$ cat src/rtl/csr_cfg.svh
/*
 * constants for the core status and control register block: register offsets,
 * flag bit positions, reset values.
 * assumes inclusion by bare name from rtl/.
 */
`ifndef CSR_CFG_SVH
`define CSR_CFG_SVH

// register offsets on the plain register port
`define CSR_OFF_FLAGS 4'h0
`define CSR_OFF_IPTR 4'h1
`define CSR_OFF_FADDR 4'h2
`define CSR_OFF_PDBR 4'h3
`define CSR_OFF_MODE 4'h4
`define CSR_OFF_CTX 4'h5
`define CSR_OFF_STAT 4'h6

// status flag and mode register bit positions
`define CSR_B_CF 0
`define CSR_B_PF 2
`define CSR_B_AF 4
`define CSR_B_ZF 6
`define CSR_B_SF 7
`define CSR_B_TF 8
`define CSR_B_IF 9
`define CSR_B_DF 10
`define CSR_B_OF 11
`define CSR_B_IO_PRIVILEGE_LEVEL_LO 12
`define CSR_B_IO_PRIVILEGE_LEVEL_HI 13
`define CSR_B_NT 14
`define CSR_B_RF 16
`define CSR_B_VM 17
`define CSR_B_AC 18
`define CSR_B_AM 18
`define CSR_B_PE 0
`define CSR_B_PG 31

// writable flag mask, reserved bit 1 reads as one
`define CSR_FLAGS_WMASK 32'h0007_7FD5
`define CSR_FLAGS_FIXED1 32'h0000_0002

// reset values
`define CSR_RST_FLAGS 32'h0000_0002
`define CSR_RST_IPTR 32'h0000_0000
`define CSR_RST_MODE 32'h0000_0010
`define CSR_RST_ZERO 32'h0000_0000

// page directory base keeps its low 12 bits zero
`define CSR_PDBR_MASK 32'hFFFF_F000

`endif

$ cat src/rtl/csr_pkg.sv
/*
 * types for the core status and control register block.
 * assumes csr_cfg.svh provides the numeric constants.
 */
package csr_pkg;

    // which flag groups the retiring instruction defines
    typedef struct packed {
        logic arith;    // carry, aux, overflow from the adder
        logic logic_op; // parity, zero, sign only; carry and overflow cleared
        logic keep_cf;  // arith but carry left alone
    } csr_fupd_t;

    // retirement of one instruction from the execute stage
    typedef struct packed {
        logic valid;
        logic [31:0] next_ip;
        logic jump;
        logic [31:0] jump_ip;
        logic sub;
        logic [31:0] opa;
        logic [31:0] opb;
        logic [31:0] res;
        csr_fupd_t fupd;
        logic popf;
        logic [31:0] pop_val;
        logic pop_16;
        logic iret;
        logic task_sw;
    } csr_retire_t;

    // register-port request
    typedef struct packed {
        logic wr;
        logic rd;
        logic [3:0] addr;
        logic [31:0] wdata;
    } csr_bus_t;

    // policy decisions that the core consumes
    typedef struct packed {
        logic io_allowed;
        logic io_fault;
        logic maskable_interrupt_pin_take;
        logic step_trap;
        logic dbg_suppress;
        logic align_fault_en;
        logic legacy_mode;
        logic str_decrement;
        logic paging_on;
        logic prot_mode;
    } csr_ctl_t;

endpackage

$ cat src/rtl/csr_regs.sv
/*
 * core status and control registers: status flag register, instruction
 * pointer, fault address, page directory base and mode control registers,
 * with the privilege checks and policy outputs they steer.
 * assumes execute-stage retire info arrives on clk_i, the interrupt pin is
 * asynchronous, and software uses the plain register port.
 */
// The strobed register port and the register offsets were chosen for this implementation.
// Function
// - carry flag bit 0 set on carry out of / borrow into top bit
// - parity flag bit 2 set when low 8 result bits hold even ones
// - auxiliary carry bit 4 set on carry or borrow at bit 3
// - zero flag bit 6 set when result is zero
// - sign flag bit 7 copies result top bit
// - trap flag bit 8 traps after next instruction, trap clears it
// - maskable interrupt serviced only while enable flag bit 9 set
// - direction flag bit 10 picks string increment or decrement
// - overflow flag bit 11 is carry-in xor carry-out of sign bit
// - protected io runs unfaulted only when privilege within io field
// - popped flags change interrupt enable only when privilege within io field
// - nested task flag bit 14 marks nested task in protected mode
// - resume flag bit 16 suppresses debug fault on next instruction
// - legacy emulation bit 17 gives legacy segments, faults privileged opcodes, in protected mode only
// - bit 17 set only by interrupt return at level 0, task switch or a register port write
// - alignment check bit 18 enables misaligned access faults
// - instruction pointer advances per instruction unless loaded by transfer
// - low 16 flag bits accessible alone as legacy flag word
// - page fault with paging on captures 32-bit linear fault address
// - page directory base is 4 KByte aligned, low 12 bits zero
// - protected mode control register writes accepted only from level 0
// - alignment faults only while mode mask bit 18 is one
module csr_regs (
    // clock and reset
    input wire logic clk_i,
    input wire logic rst_b_i,
    // register port
    input wire logic [3:0] addr_i,
    input wire logic [31:0] wdata_i,
    input wire logic wr_i,
    input wire logic rd_i,
    output logic [31:0] rdata_o,
    // execute stage
    input wire csr_pkg::csr_retire_t ret_i,
    input wire logic [1:0] cpl_i,
    input wire logic io_req_i,
    input wire logic page_fault_i,
    input wire logic [31:0] fault_lin_i,
    input wire logic step_taken_i,
    // interrupt pin
    input wire logic maskable_interrupt_pin_i,
    // state and policy
    output logic [31:0] status_flag_register_o,
    output logic [31:0] instruction_pointer_o,
    output csr_pkg::csr_ctl_t ctl_o,
    output logic priv_err_o
);
`include "csr_cfg.svh"

    // reset release synchroniser
    logic rst_s1_r, rst_b_r;
    always_ff @(posedge clk_i or negedge rst_b_i) begin
        if (!rst_b_i) begin
            rst_s1_r <= 1'b0;
            rst_b_r <= 1'b0;
        end else begin
            rst_s1_r <= 1'b1;
            rst_b_r <= rst_s1_r;
        end
    end

    // interrupt pin synchroniser
    logic int_s1_r, int_s2_r;
    always_ff @(posedge clk_i or negedge rst_b_r) begin
        if (!rst_b_r) begin
            int_s1_r <= 1'b0;
            int_s2_r <= 1'b0;
        end else begin
            int_s1_r <= maskable_interrupt_pin_i;
            int_s2_r <= int_s1_r;
        end
    end

    // even parity of a byte
    function automatic logic even_par(input logic [7:0] v);
        even_par = ~(^v);
    endfunction

    // privilege check against the io field
    function automatic logic priv_ok(input logic [1:0] current_privilege_level, input logic [1:0] io_privilege_level);
        priv_ok = (current_privilege_level <= io_privilege_level);
    endfunction

    logic [31:0] flags_r, flags_nxt;
    logic [31:0] ip_r, ip_nxt;
    logic [31:0] faddr_r, pdbr_r, mode_r;
    logic [31:0] rdata_r;
    logic perr_r;
    csr_pkg::csr_ctl_t ctl_r, ctl_nxt;

    // control state decode
    wire [1:0] io_privilege_level_w = flags_r[`CSR_B_IO_PRIVILEGE_LEVEL_HI:`CSR_B_IO_PRIVILEGE_LEVEL_LO];
    wire prot_w = mode_r[`CSR_B_PE];
    wire paging_w = prot_w & mode_r[`CSR_B_PG];
    wire io_ok_w = ~prot_w | priv_ok(cpl_i, io_privilege_level_w);
    wire if_ok_w = priv_ok(cpl_i, io_privilege_level_w);
    wire cr_wr_ok_w = ~prot_w | (cpl_i == 2'h0);

    // adder-derived result flags
    wire [32:0] sum_w = ret_i.sub ? ({1'b0, ret_i.opa} - {1'b0, ret_i.opb})
                                  : ({1'b0, ret_i.opa} + {1'b0, ret_i.opb});
    wire [31:0] cin_w = ret_i.opa ^ ret_i.opb ^ ret_i.res;
    wire cf_w = sum_w[32];
    wire af_w = cin_w[4];
    wire of_w = cin_w[31] ^ sum_w[32];
    wire pf_w = even_par(ret_i.res[7:0]);
    wire zf_w = (ret_i.res == 32'h0000_0000);
    wire sf_w = ret_i.res[31];

    // register port decode
    wire wr_flags_w = wr_i & (addr_i == `CSR_OFF_FLAGS);
    wire wr_cr_w = wr_i & cr_wr_ok_w;
    wire cr_sel_w = (addr_i == `CSR_OFF_FADDR) | (addr_i == `CSR_OFF_PDBR)
                  | (addr_i == `CSR_OFF_MODE);
    wire perr_w = wr_i & cr_sel_w & ~cr_wr_ok_w;

    // popped flag value, interrupt enable and bit 17 guarded
    logic [31:0] pop_w;
    always_comb begin
        pop_w = ret_i.pop_16 ? {flags_r[31:16], ret_i.pop_val[15:0]} : ret_i.pop_val;
        if (!if_ok_w)
            pop_w[`CSR_B_IF] = flags_r[`CSR_B_IF];
        if (!((ret_i.iret && cpl_i == 2'h0) || ret_i.task_sw))
            pop_w[`CSR_B_VM] = flags_r[`CSR_B_VM] & pop_w[`CSR_B_VM];
    end

    // next flag value
    always_comb begin
        flags_nxt = flags_r;
        if (ret_i.valid) begin
            if (ret_i.fupd.arith || ret_i.fupd.logic_op) begin
                flags_nxt[`CSR_B_PF] = pf_w;
                flags_nxt[`CSR_B_ZF] = zf_w;
                flags_nxt[`CSR_B_SF] = sf_w;
            end
            if (ret_i.fupd.arith) begin
                flags_nxt[`CSR_B_AF] = af_w;
                flags_nxt[`CSR_B_OF] = of_w;
                if (!ret_i.fupd.keep_cf)
                    flags_nxt[`CSR_B_CF] = cf_w;
            end else if (ret_i.fupd.logic_op) begin
                flags_nxt[`CSR_B_CF] = 1'b0;
                flags_nxt[`CSR_B_OF] = 1'b0;
            end
            if (ret_i.popf || ret_i.iret || ret_i.task_sw)
                flags_nxt = (pop_w & `CSR_FLAGS_WMASK) | `CSR_FLAGS_FIXED1;
            flags_nxt[`CSR_B_RF] = 1'b0;
        end
        if (step_taken_i)
            flags_nxt[`CSR_B_TF] = 1'b0;
        if (wr_flags_w)
            flags_nxt = (wdata_i & `CSR_FLAGS_WMASK) | `CSR_FLAGS_FIXED1;
    end

    // next instruction pointer
    always_comb begin
        ip_nxt = ip_r;
        if (ret_i.valid)
            ip_nxt = ret_i.jump ? ret_i.jump_ip : ret_i.next_ip;
        if (wr_i && addr_i == `CSR_OFF_IPTR)
            ip_nxt = wdata_i;
    end

    // policy outputs
    always_comb begin
        ctl_nxt.io_allowed = io_ok_w;
        ctl_nxt.io_fault = io_req_i & ~io_ok_w;
        ctl_nxt.maskable_interrupt_pin_take = int_s2_r & flags_nxt[`CSR_B_IF];
        ctl_nxt.step_trap = ret_i.valid & flags_r[`CSR_B_TF];
        ctl_nxt.dbg_suppress = flags_nxt[`CSR_B_RF];
        ctl_nxt.align_fault_en = flags_nxt[`CSR_B_AC] & mode_r[`CSR_B_AM];
        ctl_nxt.legacy_mode = prot_w & flags_nxt[`CSR_B_VM];
        ctl_nxt.str_decrement = flags_nxt[`CSR_B_DF];
        ctl_nxt.paging_on = paging_w;
        ctl_nxt.prot_mode = prot_w;
    end

    // read mux
    logic [31:0] rmux_w;
    always_comb begin
        unique case (addr_i)
            `CSR_OFF_FLAGS: rmux_w = flags_r;
            `CSR_OFF_IPTR: rmux_w = ip_r;
            `CSR_OFF_FADDR: rmux_w = faddr_r;
            `CSR_OFF_PDBR: rmux_w = pdbr_r;
            `CSR_OFF_MODE: rmux_w = mode_r;
            `CSR_OFF_CTX: rmux_w = {16'h0000, flags_r[15:0]};
            `CSR_OFF_STAT: rmux_w = {28'h0000000, ctl_r.legacy_mode, perr_r, cpl_i};
            default: rmux_w = 32'h0000_0000;
        endcase
    end

    // flags, pointer, outputs
    always_ff @(posedge clk_i or negedge rst_b_r) begin
        if (!rst_b_r) begin
            flags_r <= `CSR_RST_FLAGS;
            ip_r <= `CSR_RST_IPTR;
            ctl_r <= '0;
            rdata_r <= `CSR_RST_ZERO;
            perr_r <= 1'b0;
        end else begin
            flags_r <= flags_nxt;
            ip_r <= ip_nxt;
            ctl_r <= ctl_nxt;
            rdata_r <= rd_i ? rmux_w : `CSR_RST_ZERO;
            perr_r <= perr_w;
        end
    end

    // control registers
    always_ff @(posedge clk_i or negedge rst_b_r) begin
        if (!rst_b_r) begin
            faddr_r <= `CSR_RST_ZERO;
            pdbr_r <= `CSR_RST_ZERO;
            mode_r <= `CSR_RST_MODE;
        end else begin
            if (page_fault_i && paging_w)
                faddr_r <= fault_lin_i;
            else if (wr_cr_w && addr_i == `CSR_OFF_FADDR)
                faddr_r <= wdata_i;
            if (wr_cr_w && addr_i == `CSR_OFF_PDBR)
                pdbr_r <= wdata_i & `CSR_PDBR_MASK;
            if (wr_cr_w && addr_i == `CSR_OFF_MODE)
                mode_r <= wdata_i;
        end
    end

    assign rdata_o = rdata_r;
    assign status_flag_register_o = flags_r;
    assign instruction_pointer_o = ip_r;
    assign ctl_o = ctl_r;
    assign priv_err_o = perr_r;

endmodule // csr_regs

$ cat config.mk
export PLATFORM = sky130hd
export DESIGN_NAME = csr_regs
export DESIGN_NICKNAME = d
export VERILOG_FILES = /design/src/rtl/csr_pkg.sv /design/src/rtl/csr_regs.sv
export VERILOG_INCLUDE_DIRS = /design/src /design/src/rtl
export SDC_FILE = /design/constraint.sdc
export NUM_CORES = 1
export LEC_CHECK = 0
export ABC_AREA = 1
export BUFFER_PORTS_ARGS = -buffer_cell sky130_fd_sc_hd__buf_2
export CORE_AREA = 2 2 152 154
export CTS_BUF_LIST = sky130_fd_sc_hd__clkbuf_4 sky130_fd_sc_hd__clkbuf_8
export DETAILED_ROUTE_END_ITERATION = 8
export DIE_AREA = 0 0 154 156
export GPL_TIMING_DRIVEN = 0
export PLACE_DENSITY_LB_ADDON = 0.15
export SLEW_MARGIN = 10
export SYNTH_ARGS = -nofsm -noshare
export SYNTH_HDL_FRONTEND = slang
export SYNTH_SLANG_ARGS = --single-unit
$ cat constraint.sdc
create_clock -name clk_i -period 14.9 [get_ports clk_i]
set_input_delay 0.745 -clock clk_i [delete_from_list [all_inputs] [get_ports clk_i]]
set_output_delay 0.745 -clock clk_i [all_outputs]
set_load 0.03 [all_outputs]
# Word-level counts from Yosys, hierarchy flattened
# Index checks and enable logic that the tools add are counted.
dict set report word_totals {
  output_inout_bits 107
  input_bits 280
  word_cells 110
  reg_bits 195
}
dict set report op_classes {
  n_reduce_logical 29
  magnitude_cmp 1
  addsub 2
  eq_ne 7
  mux 22
  bitwise 22
}
# op n
set op_table {}
lappend op_table {{$mux 32} 9}
lappend op_table {{$pmux 32 s7} 1}
lappend op_table {{$xor 32x32->32} 2}
lappend op_table {{$add 32x32->33} 1}
lappend op_table {{$mux 33} 1}
lappend op_table {{$sub 32x32->33} 1}
lappend op_table {{$logic_not 32->1} 1}
lappend op_table {{$mux 19} 1}
lappend op_table {{$eq 4x3->1 const B} 3}
lappend op_table {{$reduce_bool 3->1} 4}
lappend op_table {{$and 1x1->1} 11}
lappend op_table {{$reduce_and 2->1} 5}
lappend op_table {{$mux 1} 9}
lappend op_table {{$eq 4x2->1 const B} 2}
lappend op_table {{$reduce_bool 2->1} 4}
lappend op_table {{$reduce_xor 8->1} 1}
lappend op_table {{$logic_and 1x1->1} 6}
lappend op_table {{$eq 4x1->1 const B} 1}
lappend op_table {{$logic_not 4->1} 1}
lappend op_table {{$logic_or 1x1->1} 4}
lappend op_table {{$ne 4x2->1 const B} 1}
lappend op_table {{$not 1->1} 4}
lappend op_table {{$or 1x1->1} 4}
lappend op_table {{$reduce_bool 4->1} 1}
lappend op_table {{5 further kinds} 5}

# Depth between registers and ports, before layout
# Gate-level depths: netlist of the first run.
dict set report logic_depth {
  word_depth 9
  ltp_mapped 26
  ltp_nobuf 26
}

# Worst setup path before layout of the first run
# OpenSTA, ideal clock, no wires.
dict set report synth_path {
  path_kind {in2reg}
  start {input ret_i[72] in the netlist's numbering}
  end {register flags_r[11] (netlist: status_flag_register_o[11])}
  required_time_ns 14.776
  cell_stages 26
  arrival_time_ns 3.181
  setup_slack_ns 11.595
  cell_sequence {inv_1 ha_1 nand2_1 nor2_1 nand2_1 nor3_2 nand2_2 nor2_2 nand3_2 nor2_2 inv_2 o21ai_2 xor2_1 ha_1 nand2_1 o21ai_0 nand2_1 o211ai_1 nor2_1 nand2_1 nand2_1 nand3_1 nand3_1 nand2_1 nand2_1 nand3_1}
}
dict set report synth_via {
  elab_chain_len 7
  word_cells_on_any_way 8
}
# item line
set synth_rtl {}
lappend synth_rtl {{start: declaration} csr_regs.sv:43} ;# input wire csr_pkg::csr_retire_t ret_i,
lappend synth_rtl {{$add 32x32->33 / $sub 32x32->33 (equally long branches)} {csr_regs.sv:110, csr_regs.sv:109}}
lappend synth_rtl {{$mux 33 *} csr_regs.sv:109} ;# wire [32:0] sum_w = ret_i.sub ? ({1'b0, ret_i.opa} - {1'b0, ret_i.opb})
lappend synth_rtl {{$xor 1x1->1 *} csr_regs.sv:114} ;# wire of_w = cin_w[31] ^ sum_w[32];
lappend synth_rtl {{$mux 1 *} csr_regs.sv:145} ;# if (ret_i.fupd.arith) begin
lappend synth_rtl {{$mux 32 *} csr_regs.sv:154} ;# if (ret_i.popf || ret_i.iret || ret_i.task_sw)
lappend synth_rtl {{$mux 32 *} csr_regs.sv:139} ;# if (ret_i.valid) begin
lappend synth_rtl {{$mux 32 *} csr_regs.sv:160} ;# if (wr_flags_w)
lappend synth_rtl {{end signal: assignment} csr_regs.sv:205} ;# flags_r <= `CSR_RST_FLAGS;
lappend synth_rtl {{end signal: assignment} csr_regs.sv:211} ;# flags_r <= flags_nxt;
lappend synth_rtl {{end: declaration} csr_regs.sv:93} ;# logic [31:0] flags_r, flags_nxt;
# Mark *: on every way between the ends. The rest lies on a longest branch, timed or not. The select of a mux whose other input is x is not followed.
# A chain may end at the register's enable or synchronous reset.

# Final worst setup path of the first run
dict set report layout_path {
  start {input ret_i[72] in the netlist's numbering}
  end {register flags_r[0] (netlist: status_flag_register_o[0])}
}
dict set report layout_via {
  elab_chain_len 7
  word_cells_on_any_way 8
}
# item line
set layout_rtl {}
lappend layout_rtl {{$add 32x32->33 / $sub 32x32->33 (equally long branches)} {csr_regs.sv:110, csr_regs.sv:109}}
lappend layout_rtl {{$mux 33 *} csr_regs.sv:109}
lappend layout_rtl {{$mux 1 *} csr_regs.sv:148} ;# if (!ret_i.fupd.keep_cf)
lappend layout_rtl {{$mux 1 *} csr_regs.sv:145}
lappend layout_rtl {{$mux 32 *} csr_regs.sv:154}
lappend layout_rtl {{$mux 32 *} csr_regs.sv:139}
lappend layout_rtl {{$mux 32 *} csr_regs.sv:160}
# Marked as above.

==> results of run 1 <==
-- flip-flops by register name, indices dropped and copies added, names as in the netlist --
signal                  cells
mode_r                     32
priv_err_o                  1
pdbr_r                     20
rdata_o                    32
rst_b_r                     1
faddr_r                    32
status_flag_register_o     16
int_s2_r                    1
instruction_pointer_o      32
rst_s1_r                    1
int_s1_r                    1
ctl_o                       8
-- synthesized netlist by cell type, types with 2 or more instances --
library cell	instances	area, µm²
dfrtp_1	175	4380
o21ai_0	99	495
conb_1	2	7.51
nor4_1	8	50.1
or2_2	3	18.8
nand2_1	235	882
a21oi_1	36	180
nor3_2	3	30.0
clkbuf_1	39	146
nor2_2	5	31.3
a221oi_1	24	210
o41ai_1	2	17.5
a41oi_1	2	17.5
inv_2	9	33.8
o211ai_1	56	420
a22oi_1	7	52.6
nand2_2	5	31.3
mux2i_1	6	60.1
ha_1	38	475
nand3_2	2	20.0
xor2_1	19	166
xnor2_1	18	158
o221ai_1	29	254
o22ai_1	26	163
mux2_2	7	78.8
inv_1	177	664
nor3_4	2	32.5
o21ai_2	5	43.8
nand4_1	6	37.5
dfstp_2	2	52.6
a31oi_1	13	81.3
buf_2	19	95.1
nor2_4	2	22.5
o21ai_1	6	30.0
nor3_1	10	50.1
buf_4	18	135
nand3_1	23	115
nor2_1	82	308
-- layout make-up --
| type | instances | area (µm²) | area share |
|---|---|---|---|
| multi-input cells | 807 | 4700 | 0.367 |
| inverters | 187 | 702 | 0.0547 |
| well taps | 285 | 357 | 0.0278 |
| diodes | 4 | 10.0 | 0.000780 |
| flip-flops and latches | 177 | 4440 | 0.346 |
| clock buffers | 17 | 234 | 0.0182 |
| plain buffers | 78 | 392 | 0.0305 |
| clock inverters | 15 | 169 | 0.0132 |
| repair buffers | 354 | 1830 | 0.143 |
-- metrics by stage --
step,power (µW),area (µm²),util,hold slack [ns]
2_1_floorplan,863,10200,-,0.331
3_3_place_gp,1000,12300,0.552,0.337
3_5_place_dp,1010,12400,0.555,0.345
4_1_cts,1350,12800,0.573,0.347
5_1_grt,1420,12800,0.574,0.357
6_report,1350,12800,0.574,0.361
-- routing by layer --
metal  global-route usage  vias to the layer above  share of wire
met2                0.539                      575           0.47
met4                0.124                        2          0.037
li1                     -                     4898              -
met5                    0                        -        0.00034
met1                0.391                     4862           0.39
met3               0.0817                       97           0.10
-- where the power goes --
part           switching, µW  internal (µW)
logic                    250            135
clock network            207            127
registers               50.1            576
-- worst paths after layout --
kind	endpoint	slack, ns	cells past startpoint
max reg2reg	faddr_r[12]	12.69	7
min reg2reg	rdata_o[28]	0.36	0
min in group clk_i	rst_b_r	0.36	0
min	rdata_o[28]	0.36	0
max in group asynchronous	instruction_pointer_o[11]	13.59	2
max	status_flag_register_o[0]	11.39	26
-- layout by cell type (no fill, tap or decap), types with 8 or more instances in the layout --
cell and n:
a21oi_1 36, a221oi_1 24, a31oi_1 13, buf_2 369, buf_4 18, clkbuf_1 39
clkbuf_8 17, conb_1 17, dfrtp_1 174, ha_1 38, inv_1 177, inv_2 9
nand2_1 235, nand3_1 23, nor2_1 82, nor3_1 10, nor4_1 8, o211ai_1 56
o21ai_0 99, o221ai_1 29, o22ai_1 26, xnor2_1 18, xor2_1 19
-- what timing repair did --
action                                  in CTS  in global routing
endpoints found under the setup margin       0                  0
hold buffers                                 1                  0
hold endpoints to repair                     2                  0
-- worst max-delay path, cell delays in order --
cell	delay, ns
buf_2	0.10
inv_1	0.09
ha_1	0.17
nand2_1	0.05
nor2_1	0.11
nand2_1	0.10
nor3_2	0.23
nand2_2	0.12
nor2_2	0.13
nand3_2	0.12
nor2_2	0.16
inv_2	0.07
o21ai_2	0.12
xor2_1	0.17
ha_1	0.25
nand2_1	0.08
o21ai_0	0.10
nand2_1	0.07
o211ai_1	0.10
nor2_1	0.26
nand2_1	0.11
nand2_1	0.09
nand3_1	0.07
nand2_1	0.08
nand2_1	0.06
a22oi_1	0.14
-- logic make-up (layout without fill, tap and decap cells) --
kind of cell | after synthesis | count (layout) | synth area share
DFF | 177 | 177 | 0.436
xor gates and xnor gates | 37 | 37 | 0.0319
adders and majority gates | 38 | 38 | 0.0467
and+or+nand+nor | 389 | 389 | 0.162
buffers and inverters | 265 | 651 | 0.107
muxes | 13 | 13 | 0.0137
other | 2 | 21 | 0.000738
AOI/OAI and AO/OA | 313 | 313 | 0.202
==> impl_metrics.csv, run 1 <==
group,metric,value,unit
run_status,status,"finished clean",
drt,wl_per_cell,20.1,µm
final_layout,final_cells,1924,
floorplan,start_util,0.455,
timing,tns,0,ns
global_routing,grt_pass1_wl,57.3,mm
placement,dpl.cell_count,1887,
timing,finalSetupViolCount,0,
timing,tightestPinTransition,0.955,ns
timing,fin_skew,0.0161,ns
final_layout,drive_above_1_share,0.289,
synthesis,yosysSeqAreaShare,0.436,
global_routing,grt-ovfl-total,0,
clock_tree,postCtsSetupBuffers,0,
global_routing,antenna_found_initial,5,
final_layout,n_fill_cell,2161,
global_routing,grt_pass1_vias,10100,
synthesis,synth_cell_types,52,
floorplan,die_h,156,µm
clock_tree,clock_path_buffers,2,
synthesis,synth_warnings,0,
final_layout,synthToLayoutAreaGrowth,26.1,%
drt,vias_per_cell,5.42,
flow_run,max-cap-violations,0,
clock_tree,htreeDepth,4,
synthesis,syn_avg_cell_area,8.24,µm²
timing,relSlewSlack,0.364,
floorplan,die_w,154,µm
floorplan,core,22400,µm²
timing,setup_ws,11.39,ns
setup_path,critPathCaptureType,"flip-flop",
floorplan,fp.dieArea,24000,µm²
global_routing,grt_usage,0.318,
min_path,hold_class,"reg -> async",
synthesis,ys_seq_elements,177,
power,peakVddDrop,0.0618,mV
setup_path,worstSetupPathType,"in -> reg",
synthesis,synth_area,10200,µm²
global_routing,grt_max_degree,50,
setup_path,arrival,3.89,ns
drt,vias,10400,
timing,fmax,285,MHz
setup_path,reg2reg_from,"mode_r[0]",
clock_tree,clockRootBuffer,"clkbuf_8",
power,p_leak,0.00675,µW
floorplan,fp-row-count,55,
setup_path,cp.required,15.29,ns
drt,wl,38.6,mm
floorplan,io_pins,387,
synthesis,synth_edf_count,0,
clock_tree,cts_tree,"done",
clock_tree,clk_pin_slew,0.11,ns
drt,drc,0,
clock_tree,clk_latency,0.48,ns
synthesis,syn_inst,1234,
clock_tree,cts-resized-gates,0,
clock_tree,cts_sinks,177,
timing,slew_violations,0,
timing,grt_setup_unrepaired,"no",
timing,fin_crit_sh,0.235,
drt,drt-pass1-iter-count,7,
clock_tree,cts_buffers,17,
setup_path,start_kind,"input port",
synthesis,async_flop_share,1.00,
power,p_per_area,105,nW/µm²
drt,initialDrtViolationCount,903,
final_layout,nets,1940,
placement,preCtsSetupSlack,10.95,ns
placement,finalWeightedCongestion,0.916,
timing,hold_viol,0,
placement,io_buffers,350,
placement,dp_hpwl,30.1,mm
setup_path,worstSetupStartpoint,"ret_i[72]",
setup_path,critPathMaxFanout,4,
timing,period_needed,3.51,ns
synthesis,synth-main-ff-cell,"dfrtp_1",
drt,ant_nets,0,
No activity file was read; power rests on OpenSTA's default activity.
==> inputs of run 2 (changes only) <==
Settings changed: CORE_AREA 2 2 152 154 to 2 2 149 151, DIE_AREA 0 0 154 156 to 0 0 151 153.
Clock period 14.9 ns to 3.23 ns, I/O delays scaled along.
==> run 2 against run 1 <==
Critical path type unchanged. Via count rose by 3.3%. Sequential share of layout area fell by 1.9 points. Critical endpoint unchanged. Combinational power rose to 4.9 times the previous value. Hold slack got worse by 0.35 ns. Highest routed layer is now met4. Cell count rose by 3.4%.
==> impl_metrics.csv, run 2 (synthesis gave the netlist of run 1 again) <==
group,metric,value,unit
floorplan,fp-row-count,54,
final_layout,register_area,4440,µm²
setup_path,critPathCaptureType,"flip-flop",
drt,vias,10800,
clock_tree,clk_pin_slew,0.09,ns
clock_tree,cts_tree,"done",
setup_path,critPathMaxFanout,4,
timing,relSlewSlack,0.386,
floorplan,core,21500,µm²
clock_tree,clockRootBuffer,"clkbuf_8",
floorplan,io_pins,387,
floorplan,die_w,151,µm
power,p_sw_frac,0.362,
clock_tree,cts_sinks,177,
clock_tree,cts_buffers,17,
setup_path,worst-path-buf-inv,3,
power,p_leak,0.00706,µW
run_status,status,"finished clean",
clock_tree,clock_path_buffers,2,
global_routing,antenna_found_initial,0,
drt,initialDrtViolationCount,756,
final_layout,layout_commonest_cell,"buf_2",
timing,hold_viol,0,
final_layout,diodes,0,
setup_path,path_common_cell,"nand2_1",
timing,fmax,362,MHz
placement,dp_hpwl,29.9,mm
clock_tree,htreeDepth,4,
floorplan,die_h,153,µm
drt,vias_per_cell,5.42,
global_routing,met3_usage,0.0690,
placement,finalWeightedCongestion,0.956,
setup_path,start_kind,"input port",
global_routing,grt_max_degree,61,
timing,grt_setup_unrepaired,"no",
clock_tree,clk_latency,0.47,ns
floorplan,start_util,0.474,
timing,slew_violations,0,
global_routing,grt_usage,0.339,
timing,fin_skew,0.0123,ns
timing,tightestPinTransition,0.915,ns
power,p_per_area,467,nW/µm²
placement,dpl-instance-area,12400,µm²
min_path,hold_class,"in -> reg",
global_routing,met1_usage,0.412,
drt,drt-pass1-iter-count,7,
final_layout,final_cells,1989,
power,power_frac_clock,0.250,
power,p_int,4040,µW
drt,drc,0,
flow_run,max-cap-violations,0,
placement,io_buffers,350,
final_layout,synthToLayoutAreaGrowth,33.3,%
final_layout,fin_area,13600,µm²
setup_path,max_stage_delay,0.26,ns
timing,period_needed,2.76,ns
setup_path,cp.required,3.62,ns
timing,finalSetupViolCount,0,
power,p_comb_frac,0.295,
placement,dpl.cell_count,1882,
global_routing,met2_usage,0.583,
final_layout,drive_above_1_share,0.277,
global_routing,grt_pass1_vias,10600,
final_layout,final_cell_mix,"buf_2 (369), nand2_1 (235), inv_1 (177)",
floorplan,fp.dieArea,23100,µm²
drt,wl_per_cell,19.5,µm
setup_path,slowest_stage,"ha_1",
final_layout,nets,2014,
setup_path,worstSetupPathType,"in -> reg",
final_layout,n_fill_cell,2029,
setup_path,arrival,3.14,ns
global_routing,gr-max-usage-layer,"met2",
power,peakVddDrop,0.305,mV
final_layout,multi_input_area,4710,µm²
power,p_seq_frac,0.455,
drt,wl,38.9,mm
power,power_switching,2300,µW
setup_path,cp_top_family,"simple AND/OR/NAND/NOR gates",
global_routing,grt_pass1_wl,58.8,mm
drt,ant_nets,0,
global_routing,grt-ovfl-total,0,
timing,fin_crit_sh,0.854,
run 2: area by class of cell:
type / instances / share of cell area
Buffer: 78 / 0.0289
Clock buffer: 19 / 0.0193
Clock inverter: 13 / 0.0102
Inverter: 187 / 0.0518
Multi-Input combinational cell: 807 / 0.348
Sequential cell: 177 / 0.327
Tap cell: 280 / 0.0258
Timing Repair Buffer: 428 / 0.189
run 2: power by group through the flow:
stage	clock, µW	sequential, µW	combinational (µW)
global route	1690	2920	2060
detailed placement	0	2920	1750
CTS	1600	2880	1860
global placement	0	2940	1670
finish	1580	2890	1870
floorplan	0	3110	867
run 2: per-stage QoR:
stage | hold WS [ns] | setup TNS (ns) | power, µW | worst slack, ns | utilization
floorplan | -0.134 | 0 | 3980 | 0.308 | -
global placement | -0.0533 | -144.56 | 4610 | -0.844 | 0.574
detailed placement | -0.0514 | -0.232 | 4670 | -0.122 | 0.577
CTS | 0.0000968 | 0 | 6330 | 0.367 | 0.630
global route | 0.00507 | 0 | 6670 | 0.00864 | 0.631
finish | 0.00876 | 0 | 6340 | 0.470 | 0.631
run 2: repair_timing:
action / 4_1_cts / 5_1_grt
endpoints found under the hold margin: 88 / 1
resized for setup: 0 / 2
hold buffers: 74 / 1
setup endpoints to repair: 0 / 2
setup buffers: 0 / 0
run 2: worst paths after layout:
check	startpoint	endpoint	slack, ns	cells after the start
setup reg to reg	mode_r[0]	faddr_r[0]	0.51	8
min in group asynchronous	rst_b_r	rdata_o[30]	0.33	0
max in group asynchronous	rst_b_r	faddr_r[5]	1.91	2
hold reg to reg	rst_b_r	rdata_o[30]	0.33	0
hold / removal	fault_lin_i[24]	faddr_r[24]	0.009	3
setup / recovery	ret_i[72]	status_flag_register_o[0]	0.47	26
run 2: tightest hold or removal path: stages:
cell and delay (ns):
buf_2 0.10, o211ai_1 0.09, o21ai_0 0.09
run 2: layer usage:
layer / up-vias / share of wire
met5: - / 0
met2: 570 / 0.49
met1: 5059 / 0.37
met4: 0 / 0.043
li1: 5049 / -
met3: 96 / 0.089
